File: config.mk
export PLATFORM = sky130hd
export DESIGN_NAME = quad_uart_host_status_pins
export DESIGN_NICKNAME = d
export VERILOG_FILES = /design/src/quad_uart_host_status_pins.v
export VERILOG_INCLUDE_DIRS = /design/src
export SDC_FILE = /design/constraint.sdc
export NUM_CORES = 1
export LEC_CHECK = 0
export BUFFER_PORTS_ARGS = -buffer_cell sky130_fd_sc_hd__buf_2
export CELL_PAD_IN_SITES_DETAIL_PLACEMENT = 0
export CELL_PAD_IN_SITES_GLOBAL_PLACEMENT = 1
export CORE_UTILIZATION = 32
export DETAILED_ROUTE_END_ITERATION = 8
export HOLD_SLACK_MARGIN = 0.08
export PLACE_DENSITY = 0.79
export SLEW_MARGIN = 40
export SYNTH_ARGS = -nofsm -noshare
export SYNTH_HDL_FRONTEND = slang
export SYNTH_SLANG_ARGS = --single-unit
File: constraint.sdc
create_clock -name clk -period 2 [get_ports clk]
set_input_delay 0.4 -clock clk [delete_from_list [all_inputs] [get_ports clk]]
set_output_delay 0.4 -clock clk [all_outputs]
set_load 0.05 [all_outputs]
File: src/quad_uart_host_status_regs.vh
`ifndef QUAD_UART_HOST_STATUS_REGS_VH
`define QUAD_UART_HOST_STATUS_REGS_VH
`define NUM_CHANNELS      4
`define ADDR_WIDTH        5
`define DATA_WIDTH        8
`define CHAN_SEL_MSB      4
`define CHAN_SEL_LSB      3
`define REG_SEL_WIDTH     3
`define MCR_OFFSET        3'h4
`define MCR_INFRARED_BIT  6
`define MCR_RESET_VALUE   8'h00
`define BUS_MODE_68       1'b0
`define BUS_MODE_16       1'b1
`endif

File: src/quad_uart_host_status_pins.v
// Operation
// - 68 mode merges four channel interrupts
// - Shared interrupt low for enabled pending sources
// - 68 mode interrupt pulls low or releases
// - 16 mode: pin becomes channel A interrupt
// - Per-channel infrared transmit output, framed characters
// - Infrared output zero in reset, idle, disabled
// - Control bit 6 selects modem or infrared
// - Music clock lets serial pins act music ports
// - 16 mode: reset high resets everything
// - Serial transmit and receive disabled during reset
// - 68 mode: reset input active low
// - Strobe falling edge writes selected channel's control register only
// - Strobe rising edge drives register onto bus
// - Combined receive ready low when any data
// - Combined receive ready high when none remain
// - Channel receive ready low while data unread and trigger level reached
// - Combined transmit ready low if any space
// - Largest variant has combined and channel outputs
// - Channel transmit ready low while space remains
`timescale 1ns/1ps
`default_nettype none
`include "quad_uart_host_status_regs.vh"
module quad_uart_host_status_pins
(
   // Clock and reset pin
   input  wire                         clk,
   input  wire                         reset,
   // Bus mode: 1 selects 16 mode, 0 selects 68 mode
   input  wire                         busMode16,
   // Host bus, 68 mode strobe
   input  wire                         chipSelect_n,
   input  wire                         readWrite_n,
   input  wire [`ADDR_WIDTH-1:0]       register_address_lines,
   input  wire [`DATA_WIDTH-1:0]       hostDataIn,
   output reg  [`DATA_WIDTH-1:0]       hostDataOut,
   output reg                          hostDataOe_n,
   // Per-channel state from the UART cores
   input  wire [`NUM_CHANNELS-1:0]     channelIrqPending,
   input  wire [`NUM_CHANNELS-1:0]     rxDataAvailable,
   input  wire [`NUM_CHANNELS-1:0]     rxTriggerReached,
   input  wire [`NUM_CHANNELS-1:0]     txSpaceAvailable,
   input  wire [`NUM_CHANNELS-1:0]     txSerialData,
   input  wire [`NUM_CHANNELS-1:0]     txActive,
   input  wire [`NUM_CHANNELS-1:0]     txEnabled,
   input  wire [`NUM_CHANNELS*`DATA_WIDTH-1:0] channelReadData,
   // Music link clock and serial pins
   input  wire                         music_link_clock_in,
   input  wire                         musicClockPresent,
   input  wire [`NUM_CHANNELS-1:0]     serialRxPin,
   input  wire [`NUM_CHANNELS-1:0]     musicTxData,
   output reg  [`NUM_CHANNELS-1:0]     serial_transmit_port,
   output reg  [`NUM_CHANNELS-1:0]     serial_receive_port,
   output reg  [`NUM_CHANNELS-1:0]     musicPortMode,
   // Shared interrupt, open drain in 68 mode
   output reg                          sharedIrqOut,
   output reg                          sharedIrqOe_n,
   output reg                          channel_a_interrupt,
   // Ready outputs
   output reg                          combined_rx_ready_n,
   output reg                          combined_tx_ready_n,
   output reg  [`NUM_CHANNELS-1:0]     channel_rx_ready_n,
   output reg  [`NUM_CHANNELS-1:0]     channel_tx_ready_n,
   // Infrared outputs and per-channel mode control
   output reg  [`NUM_CHANNELS-1:0]     infrared_tx_out,
   output reg  [`NUM_CHANNELS*`DATA_WIDTH-1:0] modem_control_register
);

   // Reset polarity follows the bus mode
   wire                         resetActive;
   wire                         mode68;

   // Strobe edge detection and address split
   reg                          strobePrev;
   wire                         strobeFall;
   wire                         strobeRise;
   wire [1:0]                   chanSel;
   wire [`REG_SEL_WIDTH-1:0]    regSel;
   wire                         writeHit;
   wire                         readHit;

   // Combinational OR terms, registered below
   wire                         anyIrq;
   wire                         anyRx;
   wire                         anyTx;

   // Next values of the shared outputs
   reg                          next_sharedIrqOe_n;
   reg                          next_channelAIrq;
   reg                          next_combinedRx_n;
   reg                          next_combinedTx_n;
   reg  [`DATA_WIDTH-1:0]       next_hostDataOut;
   reg                          next_hostDataOe_n;

   // Register select decode, shared by the write and read paths
   function isControlReg;
      input [`REG_SEL_WIDTH-1:0] sel;
      begin
         isControlReg = (sel == `MCR_OFFSET);
      end
   endfunction

   // One channel's byte out of a per-channel vector
   function [`DATA_WIDTH-1:0] channelByte;
      input [`NUM_CHANNELS*`DATA_WIDTH-1:0] vec;
      input [1:0]                           sel;
      begin
         channelByte = vec[sel*`DATA_WIDTH +: `DATA_WIDTH];
      end
   endfunction

   assign resetActive = (busMode16 == `BUS_MODE_16) ? reset : ~reset;
   assign mode68      = (busMode16 == `BUS_MODE_68);
   assign strobeFall  = strobePrev & ~readWrite_n;
   assign strobeRise  = ~strobePrev & readWrite_n;
   assign chanSel     = register_address_lines[`CHAN_SEL_MSB:`CHAN_SEL_LSB];
   assign regSel      = register_address_lines[`REG_SEL_WIDTH-1:0];
   // Strobes are ignored in 16 mode and while deselected
   assign writeHit    = mode68 & strobeFall & ~chipSelect_n
                        & isControlReg(regSel);
   assign readHit     = mode68 & strobeRise & ~chipSelect_n;
   assign anyIrq      = |channelIrqPending;
   assign anyRx       = |rxDataAvailable;
   assign anyTx       = |txSpaceAvailable;

   // Idle strobe level is high, so reset must not fake an edge
   always @(posedge clk)
   begin
      if (resetActive)
      begin
         strobePrev <= 1'b1;
      end
      else
      begin
         strobePrev <= readWrite_n;
      end
   end

   genvar ch;
   generate
      for (ch = 0; ch < `NUM_CHANNELS; ch = ch + 1)
      begin : chan
         wire                     infraredMode;
         wire                     chanWrite;
         reg  [`DATA_WIDTH-1:0]   next_mcr;
         reg                      next_infrared;
         reg                      next_serialTx;
         reg                      next_serialRx;
         reg                      next_musicMode;
         reg                      next_chanRx_n;
         reg                      next_chanTx_n;

         assign infraredMode = modem_control_register[ch*`DATA_WIDTH+`MCR_INFRARED_BIT];
         assign chanWrite    = writeHit & (chanSel == ch);

         // Only the control register lives here; others belong to the cores
         always @*
         begin
            next_mcr = modem_control_register[ch*`DATA_WIDTH +: `DATA_WIDTH];
            if (chanWrite)
            begin
               next_mcr = hostDataIn;
            end
         end

         // Idle or disabled transmitter keeps infrared line quiet
         always @*
         begin
            next_infrared = infraredMode & txEnabled[ch] & txActive[ch]
                            & ~txSerialData[ch];
         end

         // Music port takes precedence over both line interfaces on serial_transmit_port only; infrared_tx_out is not gated by it
         always @*
         begin
            next_musicMode = musicClockPresent;
            if (musicClockPresent)
            begin
               next_serialTx = musicTxData[ch];
            end
            else if (infraredMode)
            begin
               next_serialTx = 1'b1;
            end
            else
            begin
               next_serialTx = txSerialData[ch] | ~txEnabled[ch];
            end
            next_serialRx = serialRxPin[ch];
         end

         // Trigger level gates the per-channel receive flag
         always @*
         begin
            next_chanRx_n = ~(rxDataAvailable[ch] & rxTriggerReached[ch]);
            next_chanTx_n = ~txSpaceAvailable[ch];
         end

         always @(posedge clk)
         begin
            if (resetActive)
            begin
               modem_control_register[ch*`DATA_WIDTH +: `DATA_WIDTH] <= `MCR_RESET_VALUE;
               infrared_tx_out[ch]      <= 1'b0;
               serial_transmit_port[ch] <= 1'b1;
               serial_receive_port[ch]  <= 1'b1;
               musicPortMode[ch]        <= 1'b0;
               channel_rx_ready_n[ch]   <= 1'b1;
               channel_tx_ready_n[ch]   <= 1'b1;
            end
            else
            begin
               modem_control_register[ch*`DATA_WIDTH +: `DATA_WIDTH] <= next_mcr;
               infrared_tx_out[ch]      <= next_infrared;
               serial_transmit_port[ch] <= next_serialTx;
               serial_receive_port[ch]  <= next_serialRx;
               musicPortMode[ch]        <= next_musicMode;
               channel_rx_ready_n[ch]   <= next_chanRx_n;
               channel_tx_ready_n[ch]   <= next_chanTx_n;
            end
         end
      end
   endgenerate

   // Interrupt pin role depends on the bus mode
   always @*
   begin
      next_sharedIrqOe_n = 1'b1;
      next_channelAIrq   = 1'b0;
      if (mode68)
      begin
         // Open drain: external pull-up returns the pin high
         next_sharedIrqOe_n = ~anyIrq;
      end
      else
      begin
         next_channelAIrq = channelIrqPending[0];
      end
   end

   always @*
   begin
      next_combinedRx_n = ~anyRx;
      next_combinedTx_n = ~anyTx;
   end

   // Read data stands until the strobe falls or the chip is deselected
   always @*
   begin
      next_hostDataOut  = hostDataOut;
      next_hostDataOe_n = hostDataOe_n;
      if (readHit)
      begin
         next_hostDataOe_n = 1'b0;
         if (isControlReg(regSel))
         begin
            next_hostDataOut = channelByte(modem_control_register, chanSel);
         end
         else
         begin
            next_hostDataOut = channelByte(channelReadData, chanSel);
         end
      end
      else if (chipSelect_n || !readWrite_n)
      begin
         next_hostDataOe_n = 1'b1;
      end
   end

   // Sharing the pin means it never drives high; only the enable moves
   always @(posedge clk)
   begin
      if (resetActive)
      begin
         sharedIrqOut        <= 1'b0;
         sharedIrqOe_n       <= 1'b1;
         channel_a_interrupt <= 1'b0;
      end
      else
      begin
         sharedIrqOut        <= 1'b0;
         sharedIrqOe_n       <= next_sharedIrqOe_n;
         channel_a_interrupt <= next_channelAIrq;
      end
   end

   // Registered so that a glitch on one core never reaches the pins
   always @(posedge clk)
   begin
      if (resetActive)
      begin
         combined_rx_ready_n <= 1'b1;
         combined_tx_ready_n <= 1'b1;
      end
      else
      begin
         combined_rx_ready_n <= next_combinedRx_n;
         combined_tx_ready_n <= next_combinedTx_n;
      end
   end

   always @(posedge clk)
   begin
      if (resetActive)
      begin
         hostDataOut  <= {`DATA_WIDTH{1'b0}};
         hostDataOe_n <= 1'b1;
      end
      else
      begin
         hostDataOut  <= next_hostDataOut;
         hostDataOe_n <= next_hostDataOe_n;
      end
   end

endmodule
`default_nettype wire

==> reports/results.txt <==
Drt drc: 0
GRT Total Usage: 0.168
PwrDens: 766 mW/mm²
Core box area: 0.00868 mm²
Slowest stage cell, crit path: nor4b_4
Crit-path leading delay family: simple AND/OR/NAND/NOR gates
Core Rows: 34
Initial antenna violation count: 0
Synthesized flop and latch total: 67
Clock transition at path regs: 80 ps
Nets: 506
Hold/Removal Path Class: in -> reg
CTS tree: built
Iter 0 DRT Violations: 51
Total gr overflow: 0
Final setup viols: 0
H-tree levels: 3
Fin. max-slew vios: 0
Worst reg-to-reg setup slack: 510 ps
Setup TNS Final: 0 ps
Crit-path cells: nor4b_4 > nand4_2 > mux2i_1
Crit path launch type: register
Cts repair resizes: 0
CP bufs+invs: 0
Post-route cell area: 0.00393 mm²
Hold Fails Final Rpt: 0
Ports: 158
CTS Buffer Depth: 2
Cells after Synth: 260
Syn Area/Cell: 10.9 µm²
Cell Area, Synth: 0.00285 mm²
Area share of the largest cell type after synthesis: 0.471
Run status: finished clean
CP Capture Type: register
Unique masters post-synth: 28
Die area: 0.00927 mm²
First-pass GRT wire length: 11500 µm
Largest net degree at the start of global routing: 38
Synth area leaders: dfxtp_1, mux4_2, mux2i_1
Syn Nets: 350
Worst hold start: txSpaceAvailable[3]
Sw Share: 0.293
Root Buffer: clkbuf_8
Ys Warns: 0
Starting Density: 0.328
Fill cells: 873
R2r worst-path depth: 3
Ant. Diodes: 0
Hold bufs inserted after CTS: 0
Sw power: 0.881 mW
Hold Crit Endpoint: channel_tx_ready_n[3]$_SDFF_PP1_
Avg Vias per Cell: 4.75
Post-DR wirelength/cell: 14.6 µm
Combinational share of power: 0.162
Sequential element share of the synthesized area: 0.471
Hold Crit Depth: 2
Share of cells above drive strength 1: 0.501
CP arrival: 1700 ps
Area Growth Syn to Fin: 38.2%
GP Congestion: 0.708
Detailed Route WL: 7720 µm
Worst Setup Path Type: reg -> reg
Slowest cell delay on critical path: 420 ps
Max cap viols: 0
Via count: 2511
Dpl cell area: 0.00373 mm²
Die X: 96.3 µm
Post-detail-place hpwl: 5900 µm
R2r endpoint: modem_control_register[1]$_SDFFE_PP0P_
Critical Path RT: 2220 ps
Max Fclk: 0.672 GHz
Antenna Nets Post-Route: 0
Clock latency on the worst-skew pair: 340 ps
Port Buf Inserts: 155
Clock skew: 8.40 ps
Sequential share of power: 0.460
Die height: 96.3 µm
RSZ-0062 raised after global routing: false
Vias in the first global route: 2394
TritonRoute pass-1 iters: 4
Synth area leader: dfxtp_1
Peak supply drop: 305 µV
Pleak: 1.99 nW
Final core occ: 0.453
Internal cell power: 2.13 mW
CP Max Fanout: 6
Total CTS buffers: 9
Part of the cycle the worst path needs: 0.744
Tmin final: 1490 ps
# Post-CTS Setup Buffers: 0
Clock sinks: 67
Clock power share: 0.378
R2r startpoint: strobePrev$_SDFF_PP1_
## cell families after synthesis
family | synth area share
and+or+nand+nor | 0.186
DFF | 0.471
muxes | 0.239
AOI/OAI and AO/OA | 0.0497
buffers and inverters | 0.0435
adders and majority gates | 0.00879
other | 0.00132
## worst max path at each step
stage               cells past startpoint             startpoint  slack [ps]                                endpoint
floorplan                               6                  reset         310          combined_rx_ready_n$_SDFF_PP1_
global placement                        6              busMode16         230           infrared_tx_out[3]$_SDFF_PP0_
detailed placement                      6              busMode16         200           infrared_tx_out[3]$_SDFF_PP0_
CTS                                     3  strobePrev$_SDFF_PP1_         490  modem_control_register[1]$_SDFFE_PP0P_
global route                            3  strobePrev$_SDFF_PP1_         400  modem_control_register[1]$_SDFFE_PP0P_
finish                                  3  strobePrev$_SDFF_PP1_         510  modem_control_register[1]$_SDFFE_PP0P_
## power by group through the flow
stage	Clock [mW]	Combinational [mW]	Sequential [mW]
after floorplan	0	0.188	1.55
after global placement	0	0.491	1.42
after detailed placement	0	0.496	1.42
after CTS	1.18	0.498	1.39
after global routing	1.25	0.531	1.39
final	1.14	0.490	1.38
## state kept, by name, indices dropped and copies added, names as in the netlist
name and count:
serial_transmit_port 4, infrared_tx_out 4, combined_rx_ready_n 1, channel_rx_ready_n 4
sharedIrqOe_n 1, channel_a_interrupt 1, musicPortMode 1, strobePrev 1
serial_receive_port 4, hostDataOut 8, channel_tx_ready_n 4, hostDataOe_n 1
combined_tx_ready_n 1, modem_control_register 32
## cells in the mapped netlist
cell type  instances
dfxtp_1           67
nand2_1           60
mux2i_1           32
mux4_2            16
o21ai_0           13
a31oi_1            8
buf_4              8
clkbuf_1           7
nor2b_1            5
or2_2              5
inv_1              4
nand3_1            4
nor4b_1            4
nor4bb_1           4
buf_2              3
nand4_2            3
o41ai_1            3
and4_2             2
ha_1               2
nor4b_4            2
and2_1             1
buf_1              1
clkinv_1           1
conb_1             1
nand4_1            1
nor3b_1            1
nor3b_2            1
or3b_2             1
## cells in the final DEF, fill, tap and decap left out, types with 3 or more instances in the layout
cell type,n
o41ai_1,3
inv_1,4
nand4_2,3
nor4bb_1,4
nor4b_1,4
buf_4,8
nand2_1,60
clkbuf_8,9
mux4_2,16
nor2b_1,5
a31oi_1,8
buf_2,155
nand3_1,4
mux2i_1,32
dfxtp_1,67
o21ai_0,13
or2_2,5
## final cells by class
type	instances	area, µm²	area share
clock buffers	9	124	0.0315
flip-flops and latches	67	1340	0.341
well taps	108	135	0.0344
repair buffers	164	856	0.218
inverters	5	18.8	0.00477
clock inverters	7	76.3	0.0194
multi-input cells	169	1380	0.351
## routing by layer
| metal | routed length [µm] | global-route usage | up-vias |
|---|---|---|---|
| met4 | 87 | 0.0478 | 0 |
| met2 | 3720 | 0.294 | 99 |
| met5 | 0 | 0 | - |
| met1 | 3320 | 0.196 | 1170 |
| li1 | - | - | 1234 |
| met3 | 585 | 0.0561 | 8 |
## stage by stage
stage | std cells | hold WS (ps) | setup WS [ps] | total power, mW
after floorplan | 260 | 462 | 307 | 1.74
after global placement | 513 | 455 | 235 | 1.91
after detailed placement | 513 | 464 | 198 | 1.91
after CTS | 529 | 203 | 486 | 3.06
after global routing | 529 | 194 | 399 | 3.17
final | 529 | 222 | 513 | 3.01
Note: power is estimated with default switching activity, not from simulation.
